**config.mk**
```make
export PLATFORM = sky130hd
export DESIGN_NAME = iogc_regs
export DESIGN_NICKNAME = d
export VERILOG_FILES = /design/src/hw/iogc_regs.v
export VERILOG_INCLUDE_DIRS = /design/src /design/src/inc
export SDC_FILE = /design/constraint.sdc
export NUM_CORES = 1
export LEC_CHECK = 0
export ABC_CLOCK_PERIOD_IN_PS = 4700
export BUFFER_PORTS_ARGS = -buffer_cell sky130_fd_sc_hd__buf_2
export CORE_MARGIN = 4
export CORE_UTILIZATION = 25
export DETAILED_ROUTE_END_ITERATION = 6
export PLACE_DENSITY = 0.52
export SLEW_MARGIN = 10
export SYNTH_ARGS = -nofsm -noshare
export SYNTH_HDL_FRONTEND = slang
export SYNTH_SLANG_ARGS = --single-unit
```
**constraint.sdc**
```tcl
create_clock -name hclk -period 4.7 [get_ports hclk]
set_input_delay 0.47 -clock hclk [delete_from_list [all_inputs] [get_ports hclk]]
set_output_delay 0.47 -clock hclk [all_outputs]
set_load 0.02 [all_outputs]
```
**src/inc/iogc_map.vh**
```
// Purpose: Register map and field layout of the expander and event-pin control block
// Assumes: 32-bit AHB-Lite register bus, one aligned word per register
// Notes:   Definitions only
`ifndef IOGC_MAP_VH
`define IOGC_MAP_VH

// ----------------------------------------------------------------
// Register byte offsets
// ----------------------------------------------------------------
`define IOGC_OFS_EXP_CTRL      12'h430
`define IOGC_OFS_ADDR_LOW      12'h434
`define IOGC_OFS_ADDR_HIGH     12'h438
`define IOGC_OFS_EVT_CTRL      12'h450
`define IOGC_OFS_IRQ_STATUS    12'h470
`define IOGC_OFS_IRQ_MASK      12'h474

// ----------------------------------------------------------------
// Expander control/status fields
// ----------------------------------------------------------------
`define IOGC_DATA_MSB          15
`define IOGC_RELOAD_BIT        24
`define IOGC_TEST_BIT          25
`define IOGC_SEL_MSB           29
`define IOGC_SEL_LSB           26
`define IOGC_DONE_BIT          31
`define IOGC_SEL_LAST          4'h4

// ----------------------------------------------------------------
// Operation kinds handed to the SMBus master engine
// ----------------------------------------------------------------
`define IOGC_OP_RELOAD         2'h1
`define IOGC_OP_UPDATE         2'h2
`define IOGC_OP_INIT           2'h3

// ----------------------------------------------------------------
// Interrupt status bits, reset values
// ----------------------------------------------------------------
`define IOGC_IRQ_DONE_BIT      0
`define IOGC_IRQ_EVENT_BIT     1
`define IOGC_RST_WORD          32'h0000_0000
`define IOGC_RST_ADDR7         7'h00
`define IOGC_RST_EVT           6'h00

`endif

```
**src/hw/iogc_regs.v**
```verilog
// Purpose: Expander control, expander bus addresses and general event pin control
// Assumes: One clock hclk at 200 MHz; all side inputs come from logic on hclk
// Notes:   AHB-Lite slave, writes zero wait, reads one wait state
`timescale 1ns/1ps
`include "iogc_map.vh"

// What this block does
// - Control bit 31 is a completion flag, reset zero, hardware set, write-one clears.
// - Reload request on selected expander sets the flag when the refresh finishes.
// - In test mode a data write sends an output update; flag sets when done.
// - Writing the selected expander's address starts its init; flag sets when done.
// - Address low register: expander 0 in bits 7:1, expander 1 in 15:9.
// - Address low register: expander 2 in bits 23:17, expander 3 in 31:25.
// - Address high register: expander 4 in bits 7:1, all other bits zero.
// - Address fields reset zero, sticky, and writable only while unlocked.
// - Event-control bit 0 sets pin polarity: 0 active low, 1 active high.
// - Port enable bits 1-5 divert hot-plug INTx/MSI/PME notices to the event pin.
// - The event output leaves on general-purpose pin 7 as alternate function.
// - Polarity and divert bits reset zero, sticky; bits 31:6 read zero.
// - Select field 29:26 picks expander 0 to 4; higher codes do nothing.
// - Writing one to reload bit 24 refreshes the selected expander; reads zero.
// - Test mode bit 25 sends written data instead of core-generated outputs.
module iogc_regs (
   input  wire        hclk,
   input  wire        hresetn,
   input  wire        hsel,
   input  wire [31:0] haddr,
   input  wire [1:0]  htrans,
   input  wire        hwrite,
   input  wire [2:0]  hsize,
   input  wire [31:0] hwdata,
   input  wire        hready,
   output reg  [31:0] hrdata,
   output reg         hreadyout,
   output reg         hresp,
   input  wire        reg_lock,
   input  wire [15:0] core_pin_values,
   input  wire [15:0] exp_read_values,
   input  wire        exp_op_done,
   output reg         exp_op_start_r,
   output reg  [1:0]  exp_op_kind_r,
   output reg  [2:0]  exp_op_sel_r,
   output reg  [6:0]  exp_op_addr_r,
   output reg  [15:0] exp_out_values_r,
   input  wire [4:0]  port_hp_event,
   output reg  [4:0]  port_hp_notify_r,
   output reg         gpio7_alt_out_r,
   output reg         irq_r
);

   // ----------------------------------------------------------------
   // Engine states
   // ----------------------------------------------------------------
   localparam ST_IDLE = 2'b01;
   localparam ST_BUSY = 2'b10;

   // ----------------------------------------------------------------
   // Storage
   // ----------------------------------------------------------------
   reg [1:0]  state_r;
   reg [15:0] pin_values_r;
   reg        test_mode_r;
   reg [3:0]  select_r;
   reg        done_r;
   reg [6:0]  exp_addr_r [0:4];
   reg        polarity_r;
   reg [4:0]  divert_r;
   reg [1:0]  irq_status_r;
   reg [1:0]  irq_mask_r;
   reg        wr_pend_r;
   reg        rd_pend_r;
   reg [11:0] ph_addr_r;
   reg        evt_seen_r;

   wire        addr_ok;
   wire        take;
   wire        do_wr;
   wire        wr_ctrl;
   wire        wr_low;
   wire        wr_high;
   wire        wr_evt;
   wire        wr_mask;
   wire [3:0]  wr_sel;
   wire        sel_valid_new;
   wire        sel_valid_cur;
   wire        req_reload;
   wire        req_update;
   wire        req_init;
   wire        start;
   wire        finish;
   wire        done_set;
   wire        evt_any;
   wire        rd_status;
   reg  [31:0] rd_mux;
   reg  [1:0]  start_kind;
   integer     i;

   // ----------------------------------------------------------------
   // Bus decode
   // ----------------------------------------------------------------
   // Address phase accepted on a valid NONSEQ or SEQ with hready high
   assign take    = hsel & hready & htrans[1];
   assign addr_ok = 1'b1;
   assign do_wr   = wr_pend_r;
   assign wr_ctrl = do_wr & (ph_addr_r == `IOGC_OFS_EXP_CTRL);
   assign wr_low  = do_wr & (ph_addr_r == `IOGC_OFS_ADDR_LOW);
   assign wr_high = do_wr & (ph_addr_r == `IOGC_OFS_ADDR_HIGH);
   assign wr_evt  = do_wr & (ph_addr_r == `IOGC_OFS_EVT_CTRL);
   assign wr_mask = do_wr & (ph_addr_r == `IOGC_OFS_IRQ_MASK);
   // Status read clears on the edge that returns its data
   assign rd_status = rd_pend_r & (ph_addr_r == `IOGC_OFS_IRQ_STATUS);

   // ----------------------------------------------------------------
   // Operation requests
   // ----------------------------------------------------------------
   // Select code above four names no expander and starts nothing
   assign wr_sel        = hwdata[`IOGC_SEL_MSB:`IOGC_SEL_LSB];
   assign sel_valid_new = (wr_sel <= `IOGC_SEL_LAST);
   assign sel_valid_cur = (select_r <= `IOGC_SEL_LAST);
   assign req_reload = wr_ctrl & hwdata[`IOGC_RELOAD_BIT] & sel_valid_new;
   assign req_update = wr_ctrl & test_mode_r & sel_valid_new;
   // Init only when the written word holds the selected expander's field
   assign req_init = ~reg_lock & sel_valid_cur &
                     ((wr_low & (select_r < 4'h4)) |
                      (wr_high & (select_r == 4'h4)));
   assign start    = (state_r == ST_IDLE) & (req_reload | req_update | req_init);
   assign finish   = (state_r == ST_BUSY) & exp_op_done;
   assign done_set = finish;

   // Reload wins over update, update over init
   always @* begin
      if (req_reload) begin
         start_kind = `IOGC_OP_RELOAD;
      end else if (req_update) begin
         start_kind = `IOGC_OP_UPDATE;
      end else begin
         start_kind = `IOGC_OP_INIT;
      end
   end

   // ----------------------------------------------------------------
   // AHB-Lite slave handshake
   // ----------------------------------------------------------------
   // Reads stall one cycle so data reflects any write just completed
   always @(posedge hclk or negedge hresetn) begin
      if (!hresetn) begin
         wr_pend_r <= 1'b0;
         rd_pend_r <= 1'b0;
         ph_addr_r <= 12'h000;
         hreadyout <= 1'b1;
         hresp     <= 1'b0;
         hrdata    <= `IOGC_RST_WORD;
      end else begin
         hresp <= 1'b0;
         if (rd_pend_r) begin
            rd_pend_r <= 1'b0;
            hreadyout <= 1'b1;
            hrdata    <= rd_mux;
         end else begin
            wr_pend_r <= take & hwrite & addr_ok;
            rd_pend_r <= take & ~hwrite;
            hreadyout <= ~(take & ~hwrite);
            if (take) begin
               ph_addr_r <= {haddr[11:2], 2'b00};
            end
         end
      end
   end

   // Read data selection, unmapped and reserved bits read zero
   always @* begin
      rd_mux = `IOGC_RST_WORD;
      case (ph_addr_r)
         `IOGC_OFS_EXP_CTRL: begin
            rd_mux[`IOGC_DATA_MSB:0]             = pin_values_r;
            rd_mux[`IOGC_TEST_BIT]               = test_mode_r;
            rd_mux[`IOGC_SEL_MSB:`IOGC_SEL_LSB]  = select_r;
            rd_mux[`IOGC_DONE_BIT]               = done_r;
         end
         `IOGC_OFS_ADDR_LOW: begin
            rd_mux = {exp_addr_r[3], 1'b0, exp_addr_r[2], 1'b0,
                      exp_addr_r[1], 1'b0, exp_addr_r[0], 1'b0};
         end
         `IOGC_OFS_ADDR_HIGH: begin
            rd_mux[7:0] = {exp_addr_r[4], 1'b0};
         end
         `IOGC_OFS_EVT_CTRL: begin
            rd_mux[5:0] = {divert_r, polarity_r};
         end
         `IOGC_OFS_IRQ_STATUS: begin
            rd_mux[1:0] = irq_status_r;
         end
         `IOGC_OFS_IRQ_MASK: begin
            rd_mux[1:0] = irq_mask_r;
         end
         default: begin
            rd_mux = `IOGC_RST_WORD;
         end
      endcase
   end

   // ----------------------------------------------------------------
   // Expander control/status register
   // ----------------------------------------------------------------
   // Data field takes writes only in test mode; reload refreshes it
   always @(posedge hclk or negedge hresetn) begin
      if (!hresetn) begin
         pin_values_r <= 16'h0000;
         test_mode_r  <= 1'b0;
         select_r     <= 4'h0;
         done_r       <= 1'b0;
      end else begin
         if (wr_ctrl) begin
            test_mode_r <= hwdata[`IOGC_TEST_BIT];
            select_r    <= wr_sel;
            if (test_mode_r) begin
               pin_values_r <= hwdata[`IOGC_DATA_MSB:0];
            end
         end
         if (finish & (exp_op_kind_r == `IOGC_OP_RELOAD)) begin
            pin_values_r <= exp_read_values;
         end
         // Completion beats a coincident write-one clear
         if (done_set) begin
            done_r <= 1'b1;
         end else if (wr_ctrl & hwdata[`IOGC_DONE_BIT]) begin
            done_r <= 1'b0;
         end
      end
   end

   // ----------------------------------------------------------------
   // Expander bus addresses
   // ----------------------------------------------------------------
   // Writes land only while the register lock is released
   always @(posedge hclk or negedge hresetn) begin
      if (!hresetn) begin
         for (i = 0; i < 5; i = i + 1) begin
            exp_addr_r[i] <= `IOGC_RST_ADDR7;
         end
      end else if (!reg_lock) begin
         if (wr_low) begin
            exp_addr_r[0] <= hwdata[7:1];
            exp_addr_r[1] <= hwdata[15:9];
            exp_addr_r[2] <= hwdata[23:17];
            exp_addr_r[3] <= hwdata[31:25];
         end
         if (wr_high) begin
            exp_addr_r[4] <= hwdata[7:1];
         end
      end
   end

   // ----------------------------------------------------------------
   // Operation sequencer towards the SMBus master engine
   // ----------------------------------------------------------------
   // One operation at a time; requests while busy are dropped
   always @(posedge hclk or negedge hresetn) begin
      if (!hresetn) begin
         state_r          <= ST_IDLE;
         exp_op_start_r   <= 1'b0;
         exp_op_kind_r    <= 2'h0;
         exp_op_sel_r     <= 3'h0;
         exp_op_addr_r    <= 7'h00;
      end else begin
         exp_op_start_r <= 1'b0;
         case (state_r)
            ST_IDLE: begin
               if (start) begin
                  state_r        <= ST_BUSY;
                  exp_op_start_r <= 1'b1;
                  exp_op_kind_r  <= start_kind;
                  if (req_init & ~req_reload & ~req_update) begin
                     exp_op_sel_r  <= select_r[2:0];
                     exp_op_addr_r <= (select_r == 4'h4) ? hwdata[7:1] :
                                      hwdata[{select_r[1:0], 3'b001} +: 7];
                  end else begin
                     exp_op_sel_r  <= wr_sel[2:0];
                     exp_op_addr_r <= exp_addr_r[wr_sel[2:0]];
                  end
               end
            end
            ST_BUSY: begin
               if (exp_op_done) begin
                  state_r <= ST_IDLE;
               end
            end
            default: begin
               state_r <= ST_IDLE;
            end
         endcase
      end
   end

   // Output values: core values unless test mode substitutes written data
   // A test-mode data write loads the word at once, so the update started
   // by that same write carries the new value and not the previous one
   always @(posedge hclk or negedge hresetn) begin
      if (!hresetn) begin
         exp_out_values_r <= 16'h0000;
      end else if (wr_ctrl & test_mode_r) begin
         exp_out_values_r <= hwdata[`IOGC_DATA_MSB:0];
      end else begin
         exp_out_values_r <= test_mode_r ? pin_values_r : core_pin_values;
      end
   end

   // ----------------------------------------------------------------
   // General event control and pin
   // ----------------------------------------------------------------
   // Sticky polarity and per-port divert enables
   always @(posedge hclk or negedge hresetn) begin
      if (!hresetn) begin
         polarity_r <= 1'b0;
         divert_r   <= 5'h00;
      end else if (wr_evt) begin
         polarity_r <= hwdata[0];
         divert_r   <= hwdata[5:1];
      end
   end

   assign evt_any = |(port_hp_event & divert_r);

   // Diverted ports lose their normal notice and drive GPIO 7 instead
   always @(posedge hclk or negedge hresetn) begin
      if (!hresetn) begin
         port_hp_notify_r <= 5'h00;
         gpio7_alt_out_r  <= 1'b1;
         evt_seen_r       <= 1'b0;
      end else begin
         port_hp_notify_r <= port_hp_event & ~divert_r;
         gpio7_alt_out_r  <= polarity_r ? evt_any : ~evt_any;
         evt_seen_r       <= evt_any;
      end
   end

   // ----------------------------------------------------------------
   // Interrupt status, mask and output
   // ----------------------------------------------------------------
   // Status clears on read; a new event in that cycle stays set
   always @(posedge hclk or negedge hresetn) begin
      if (!hresetn) begin
         irq_status_r <= 2'b00;
         irq_mask_r   <= 2'b00;
         irq_r        <= 1'b0;
      end else begin
         irq_status_r[`IOGC_IRQ_DONE_BIT] <= done_set |
            (irq_status_r[`IOGC_IRQ_DONE_BIT] & ~rd_status);
         irq_status_r[`IOGC_IRQ_EVENT_BIT] <= (evt_any & ~evt_seen_r) |
            (irq_status_r[`IOGC_IRQ_EVENT_BIT] & ~rd_status);
         if (wr_mask) begin
            irq_mask_r <= hwdata[1:0];
         end
         irq_r <= |(irq_status_r & irq_mask_r);
      end
   end

endmodule // iogc_regs

```
# Yosys cells after proc, flatten, opt, wreduce, memory -nomap -nowiden
# Cells that the tools add are included.
# totals
word_cells,133
register_bits,151
# op_classes
order_cmp,4
bitwise,46
n_shift,1
reduce_logical,11
mux,31
eq_ne,12
# ops
cell,n
two-way mux 16 bit,5
"== test 10 x 9 -> 1 bit, second input constant",6
variable part select 32 x 6 -> 7 bit,1
two-way mux 7 bit,4
bitwise AND 1 bit,27
binary-select mux 7 bit (select 3 bit),1
one-hot mux 4 bit (4 select lines),1
one-hot mux 8 bit (2 select lines),1
one-hot mux 2 bit (6 select lines),1
AND reduction 2 bit,6
bitwise AND 5 bit,2
one-hot mux 5 bit (2 select lines),1
two-way mux 1 bit,9
NOT 1 bit,9
"less-or-equal comparator 4 x 3 -> 1 bit, second input constant",2
two-way mux 8 bit,1
two-way mux 2 bit,3
one-hot mux 2 bit (3 select lines),1
nonzero test 2 bit,3
NOT 5 bit,1
OR 1 bit,5
OR reduction 5 bit,1
"== test 2 x 1 -> 1 bit, second input constant",2
"== test 4 x 3 -> 1 bit, second input constant",1
10 further kinds,11

# Logic depth before layout (Yosys ltp)
# Gate-level depths: netlist (run 1).
# logic_depth
ltp_word,9
depth_mapped,8
mapped_depth_nobuf,5

# Worst setup path before layout (run 1)
# Ideal clock, no wire load.
# synth_path
path_kind,reg2reg
from,register ph_addr_r[6]
to,register exp_addr_r[11] (netlist name)
arrival_time_ps,2051
path_buffers,3
required_ps,4573
path_slack_ps,2522
setup_time_ps,127
stages_incl_launch_ff,8
path_cell_list,dfrtp_1 or4_1 buf_6 nor4_2 and2_1 buf_6 buf_8 mux2_1
# synth_between
elab_chain_cells,3
# synth_rtl
item,line,text
"start, declared",iogc_regs.v:72,reg [11:0] ph_addr_r;
"start signal, assigned",iogc_regs.v:164,"ph_addr_r <= {haddr[11:2], 2'b00};"
== test 10 x 9 -> 1 bit,--,
bitwise AND 1 bit,iogc_regs.v:106,assign wr_low = do_wr & (ph_addr_r == `IOGC_OFS_ADDR_LOW);
AND reduction 2 bit (no line),--,
"end signal, assigned by index",iogc_regs.v:239,exp_addr_r[i] <= `IOGC_RST_ADDR7;
"end, declared",iogc_regs.v:65,reg [6:0] exp_addr_r [0:4];
# No other way between the ends.
# A chain may end at the register's enable or synchronous reset.

# Worst setup path in the final report (run 1)
# layout_path
from,register ph_addr_r[3]
to,register exp_op_kind_r[1]
# layout_between
elab_chain_cells,8
word_cells_on_any_way,19
cone_classes,3 x eq/ne; 1 x mux; 14 x bitwise; 1 x reduce/logical
# layout_rtl
item,line,text
== test 10 x 9 -> 1 bit,--,
"bitwise AND 1 bit, on equally long branches","iogc_regs.v:105, iogc_regs.v:106, iogc_regs.v:107",
"bitwise AND 1 bit, on equally long branches",--,
"bitwise AND 1 bit, or another cell as far along",iogc_regs.v:120,assign req_reload = wr_ctrl & hwdata[`IOGC_RELOAD_BIT] & sel_valid_new;
OR 1 bit or bitwise AND 1 bit (tied branches),"iogc_regs.v:126, iogc_regs.v:123",
OR 1 bit,iogc_regs.v:126,assign start = (state_r == ST_IDLE) & (req_reload | req_update | req_init);
bitwise AND 1 bit,iogc_regs.v:126,
AND reduction 2 bit (no line),--,
"end signal, assigned",iogc_regs.v:272,exp_op_kind_r <= start_kind;
"end, declared",iogc_regs.v:41,"output reg [1:0] exp_op_kind_r,"
# Several ways; a longest one is shown, not always the timed one.

==> metrics.yaml, run 1 <==
run_status:
  status: "completed"
sta:
  fin_ws_ps: 1260
  worstMarginPinSlew_ps: 890
  relSlewSlack_pct: 39.8
  fin_worst_skew_ps: 6.36
  finalCriticalPeriod_ps: 3440
  finalCritPeriodShare_pct: 73.3
  fin_setup_tns_ps: 0
  rsz0062_at_grt: "no"
  drv_slew: 0
  fmax_ghz: 0.290
  setup_viol: 0
  hold_viol: 0
critical_path:
  start_kind: "flop"
  crit_chain: "or4b_1 -> nor3_2 -> buf_4 -> and4bb_1 -> nand2b_1 -> mux2_2"
  crit_path_max_incr_delay_ps: 670
  worst-path-stages: 6
  cp.required_ps: 5010
  critPathBufInv: 1
  critical_path_class: "reg -> reg"
  critical_path.slowest_cell: "or4b_1"
  arrival_ps: 3750
  crit_fanout: 21
  cp-end-kind: "flop"
  ff2ff_path_depth: 6
  cpLargestDelayFamily: "simple AND/OR/NAND/NOR gates"
place:
  place_ws_ps: 1260
  hpwl_um: 15900
  gp_congestion: 0.765
  numPortBuffers: 152
floorplanning:
  die_y_um: 175
  die_w_um: 175
  dieArea_um2: 30800
  rows: 61
  initial_core_util_pct: 25.3
  io_pins: 183
  core_area_um2: 27700
yosys:
  yosys_warnings: 0
  ys_ff_latch: 149
  syn_area_per_cell_um2: 11.0
  synth_top_area_share_pct: 52.2
  yosysTopAreaCell: "dfrtp_1"
  synth_edf_count: 0
  synthFlopType: "dfrtp_1"
  synthTopCellsByArea: "dfrtp_1 52%, mux2_2 5.8%, nand2_1 4.9%"
  ys_async_sr_fraction_pct: 100
  ys_seq_area_share_pct: 53.3
  synth_area_um2: 7010
  yosys.cell_types.count: 61
  syn_inst: 636
clocking:
  ctsHoldBuffers: 0
  cts_setup_buffers: 0
  cts_buffer_depth: 2
  cts_buffers: 17
  clock-sinks: 149
  htreeDepth: 4
  cts_tree: "yes"
  clk_pin_slew_worst_paths_ps: 60
  cts_root_buffer: "clkbuf_16"
  ctsResizeCount: 0
  clk_latency_ps: 420
power_and_ir_drop:
  peakVddDrop_uv: 234
  p_comb_share_pct: 10.5
  pwr-share-clk_pct: 44.6
  power_switching_w: 0.000866
  powerDensity_nw_per_um2: 363
  power.switching_fraction_pct: 27.6
  p_seq_share_pct: 45.0
  internal_power_w: 0.00227
  total_leakage_power_nw: 4.02
routing:
  drc_errors: 0
  drt-total-wl_um: 22100
  vias: 5422
  antenna_left: 0
  drt-vias-per-instance: 4.66
  routedWlPerCell_um: 19.0
  first_iter_violations: 364
  dr.pass1.iters: 5
grt:
  grt_first_pass_wirelength_um: 33600
  use_met3_pct: 4.43
  antenna_found_initial: 6
  use_met1_pct: 19.9
  busiest_layer: "met2"
  overflow: 0
  grt_pass1_vias: 5319
  grt_use_met2_pct: 21.9
  track_usage_pct: 14.3
  grt_max_degree: 64
cells_and_area:
  final_cell_mix: "151 x buf_2, 145 x dfrtp_1, 92 x nand2_1"
  layout_commonest_cell: "buf_2"
  area_growth_pct: 23.5
  drive_gt1_share_pct: 32.4
  diodes: 0
  nFillCells: 2900
  nets: 886
min_path:
  hold_path.class: "in -> async"
flow_run:
  max-cap-violations: 0
==> Yosys cell counts (13+ instances only) <==
master,count
a21oi_1,13
a22oi_1,19
a31oi_1,18
clkbuf_1,20
dfrtp_1,146
inv_1,24
mux2_1,20
mux2_2,36
mux2i_1,32
nand2_1,92
nand3_1,13
nor2_1,37
o21ai_0,33
==> sequential cells by signal (all words and copies together) (netlist names), 2 cells and up <==
register	count
exp_op_addr_r	7
exp_addr_r	35
divert_r	5
irq_status_r	2
exp_op_kind_r	2
exp_op_sel_r	3
select_r	4
irq_mask_r	2
hrdata	30
port_hp_notify_r	5
ph_addr_r	10
pin_values_r	16
exp_out_values_r	16
state_r	2
==> power groups by stage <==
stage | registers, W | clock network (W) | logic (W)
after floorplan | 0.00147 | 0 | 0.000123
after global placement | 0.00143 | 0 | 0.000333
after detailed placement | 0.00143 | 0 | 0.000335
after CTS | 0.00141 | 0.00143 | 0.000336
after global routing | 0.00142 | 0.00149 | 0.000359
final | 0.00141 | 0.00140 | 0.000328
==> worst paths after layout <==
kind / slack (ps) / startpoint / end
min in group hclk: 260 / exp_read_values[5] / pin_values_r[5]$_DFFE_PN0P_
worst max-delay path: 1260 / ph_addr_r[3]$_DFFE_PN0P_ / exp_op_kind_r[1]$_DFFE_PN0P_
max in group asynchronous: 3530 / hresetn / irq_r$_DFF_PN0_
worst max register to register: 1260 / ph_addr_r[3]$_DFFE_PN0P_ / exp_op_kind_r[1]$_DFFE_PN0P_
worst min register to register: 430 / evt_seen_r$_DFF_PN0_ / irq_status_r[1]$_DFF_PN0_
worst min-delay path: 30 / hresetn / hrdata[8]$_DFFE_PN0P_
==> through the flow <==
| stage | power [W] | utilization (%) | cells | area [um2] | hold slack (ps) |
|---|---|---|---|---|---|
| 2_1_floorplan | 0.00160 | - | 638 | 7010 | 174 |
| 4_1_cts | 0.00318 | 31.2 | 1164 | 8650 | 64.2 |
| 6_report | 0.00314 | 31.2 | 1164 | 8650 | 34.9 |
| 5_1_grt | 0.00327 | 31.2 | 1164 | 8650 | 81.4 |
| 3_3_place_gp | 0.00177 | 29.1 | 1132 | 8060 | 418 |
| 3_5_place_dp | 0.00177 | 29.1 | 1132 | 8060 | 424 |
==> cell type report <==
type / count / area [um2] / area share [%]
Sequential cell: 149 / 3730 / 43.1
Tap cell: 378 / 473 / 5.47
Multi-Input combinational cell: 419 / 2920 / 33.7
Clock buffer: 17 / 425 / 4.92
Timing Repair Buffer: 162 / 842 / 9.73
Inverter: 24 / 90.1 / 1.04
Clock inverter: 15 / 173 / 2.00
==> logic make-up after synthesis <==
group	after synthesis	share of synthesized area, %
flip-flops	149	53.3
buffers and inverters	70	5.32
AO/OA/AOI/OAI	127	11.9
XOR/XNOR	1	0.125
AND/OR/NAND/NOR	193	13.4
multiplexers	95	15.8
other	1	0.0535
==> layer usage <==
metal	vias up	routed length [um]
li1	2538	-
met1	2689	10400
met2	157	9970
met3	26	1470
met4	12	202
met5	-	68
Power figures use the tool's default switching activity.
==> run 2, diff against run 1 <==
Settings changed: ABC_CLOCK_PERIOD_IN_PS 4700 to 2800, PLACE_DENSITY 0.52 to 0.53.
Clock period 4.7 ns to 2.8 ns, I/O delays scaled along.
==> run 2 against run 1 <==
Wire length decreased by 2.3%. Clock skew increased by 2.7 ps. Combinational power increased by 76%. Cell count increased by 1.5%. Flip-flop and latch count unchanged. First-iteration DRC count decreased by 14%. Critical path type unchanged. Largest cell class unchanged. Highest routed layer unchanged.
==> metrics.yaml, run 2 (synthesis gave the netlist of run 1 again) <==
sta:
  fin_setup_tns_ps: 0  # unchanged
  finalCriticalPeriod_ps: 2420  # was 3440 ps
  fin_worst_skew_ps: 9.04  # was 6.36 ps
  worstMarginPinSlew_ps: 762  # was 890 ps
  rsz0062_at_grt: "no"  # unchanged
  holdWs_ps: 70.3  # was 34.9 ps
  fmax_ghz: 0.413  # was 0.290 GHz
  finalCritPeriodShare_pct: 86.5  # was 73.3%
  relSlewSlack_pct: 49.2  # was 39.8%
  setup_viol: 0  # unchanged
  fin_ws_ps: 377  # was 1260 ps
  hold_viol: 0  # unchanged
  drv_slew: 0  # unchanged
cells_and_area:
  final_cell_mix: "151 x buf_2, 145 x dfrtp_1, 92 x nand2_1"  # unchanged
  reg_top3: "exp_addr_r x35, hrdata x30"  # unchanged
  top_register: "exp_addr_r"  # unchanged
  finalNonFillerCells: 1182  # was 1,164
  nets: 903  # was 886
  nFillCells: 2874  # was 2,900
  layout_commonest_cell: "buf_2"  # unchanged
  area_growth_pct: 25.7  # was 23.5%
  largest_reg_flops: 35  # unchanged
  drive_gt1_share_pct: 33.7  # was 32.4%
grt:
  use_met3_pct: 4.22  # was 4.43%
  grt_max_degree: 79  # was 64
  grt_first_pass_wirelength_um: 32800  # was 33,600 um
  busiest_layer: "met2"  # unchanged
  grt_use_met2_pct: 22.0  # was 21.9%
  grt_pass1_vias: 5349  # was 5,319
  track_usage_pct: 14.0  # was 14.3%
  overflow: 0  # unchanged
  use_met1_pct: 18.9  # was 19.9%
  antenna_found_initial: 5  # was 6
critical_path:
  cp.required_ps: 3140  # was 5010 ps
  ff2ff_path_depth: 7  # was 6
  critical_path_class: "reg -> reg"  # unchanged
  cp-end-kind: "flop"  # unchanged
  arrival_ps: 2760  # was 3750 ps
  crit_fanout: 13  # was 21
  start_kind: "flop"  # unchanged
power_and_ir_drop:
  p_seq_share_pct: 44.9  # was 45.0%
  peakVddDrop_uv: 417  # was 234 uV
  power_switching_w: 0.00142  # was 0.000866 W
  p_comb_share_pct: 11.0  # was 10.5%
  finalPower_w: 0.00525  # was 0.00314 W
  power.switching_fraction_pct: 27.1  # was 27.6%
  internal_power_w: 0.00383  # was 0.00227 W
  pwr-share-clk_pct: 44.0  # was 44.6%
  powerDensity_nw_per_um2: 596  # was 363 nW/um2
  total_leakage_power_nw: 4.11  # was 4.02 nW
clocking:
  clk_latency_ps: 420  # about the same
  clk_pin_slew_worst_paths_ps: 70  # was 60 ps
  cts_tree: "yes"  # unchanged
  clock-sinks: 149  # unchanged
  cts_setup_buffers: 0  # unchanged
  cts_buffers: 17  # unchanged
  cts_root_buffer: "clkbuf_16"  # unchanged
  htreeDepth: 4  # unchanged
  cts_buffer_depth: 2  # unchanged
floorplanning:
  io_pins: 183  # unchanged
  core_area_um2: 27700  # unchanged
  die_y_um: 175  # unchanged
  dieArea_um2: 30800  # unchanged
  initial_core_util_pct: 25.3  # unchanged
  rows: 61  # unchanged
  die_w_um: 175  # unchanged
routing:
  first_iter_violations: 312  # was 364
  drt-total-wl_um: 21600  # was 22,100 um
  dr.pass1.iters: 5  # unchanged
  antenna_left: 0  # unchanged
  drt-vias-per-instance: 4.55  # was 4.66
  drc_errors: 0  # unchanged
  routedWlPerCell_um: 18.3  # was 19.0 um
  vias: 5383  # was 5,422
place:
  hpwl_um: 16100  # was 15,900 um
  dpl.cell_count: 1148  # was 1,132
  numPortBuffers: 152  # unchanged
  place_ws_ps: 354  # was 1260 ps
  gp_congestion: 0.791  # was 0.765
min_path:
  hold_path.class: "in -> reg"  # was in -> async
  hold_depth: 3
run_status:
  status: "completed"  # unchanged
flow_run:
  max-cap-violations: 0  # unchanged
[run 2: cell types whose count changed in the layout (fill, tap and decap cells not counted), sizes merged]
| cell | change |
|---|---|
| dlygate4sd3 | +1 |
| inv | +1 |
| diode | +1 |
| buf | +16 |
| clkinvlp | +1 |
| clkinv | -2 |
[run 2: critical path: stages (launching register included)]
cell	delay (ps)
dfrtp_1	410
or4b_1	670
nor3_2	350
buf_4	230
and2_0	220
buf_4	230
nand2_1	70
a31oi_1	160
[run 2: what timing repair did]
| action | in CTS | in global routing |
|---|---|---|
| resized for setup | 0 | 0 |
| setup endpoints to repair | 0 | 0 |
| hold buffers | 1 | 0 |
| hold endpoints to repair | 74 | 0 |
[run 2: path summary, 6_finish.rpt]
kind                                      startpoint                              to  slack, ps
setup / recovery           ph_addr_r[11]$_DFFE_PN0P_  exp_out_values_r[10]$_DFF_PN0_        380
hold / removal                    exp_read_values[1]     pin_values_r[1]$_DFFE_PN0P_         70
setup reg to reg           ph_addr_r[11]$_DFFE_PN0P_  exp_out_values_r[10]$_DFF_PN0_        380
hold reg to reg                 evt_seen_r$_DFF_PN0_       irq_status_r[1]$_DFF_PN0_        440
max in group asynchronous                    hresetn       gpio7_alt_out_r$_DFF_PN1_       1550
min in group asynchronous                    hresetn          hrdata[11]$_DFFE_PN0P_        460
[run 2: power groups by stage]
stage | combinational [W] | clock (W) | sequential, W
final | 0.000578 | 0.00231 | 0.00236
after global routing | 0.000637 | 0.00247 | 0.00237
after CTS | 0.000591 | 0.00238 | 0.00236
after detailed placement | 0.000589 | 0 | 0.00240
after global placement | 0.000585 | 0 | 0.00240
after floorplan | 0.000206 | 0 | 0.00247
[run 2: final cells by class]
| type | instances | area, um2 | area share, % |
|---|---|---|---|
| Clock buffer | 17 | 425 | 4.83 |
| Sequential cell | 149 | 3730 | 42.4 |
| Timing Repair Buffer | 179 | 997 | 11.3 |
| Antenna cell | 1 | 2.50 | 0.0284 |
| Tap cell | 378 | 473 | 5.37 |
| Clock inverter | 15 | 168 | 1.90 |
| Multi-Input combinational cell | 419 | 2920 | 33.1 |
| Inverter | 24 | 90.1 | 1.02 |
[run 2: through the flow]
stage / util (%) / area (um2)
CTS: 31.8 / 8800
finish: 31.8 / 8810
detailed placement: 29.6 / 8200
floorplan: - / 7010
global placement: 29.6 / 8200
global route: 31.8 / 8800
[run 2: metal layers]
layer,part of all wire (%),up-vias
met1,47,2625
met3,6.5,21
met2,46,156
met4,0.81,10
met5,0.27,-
li1,-,2571
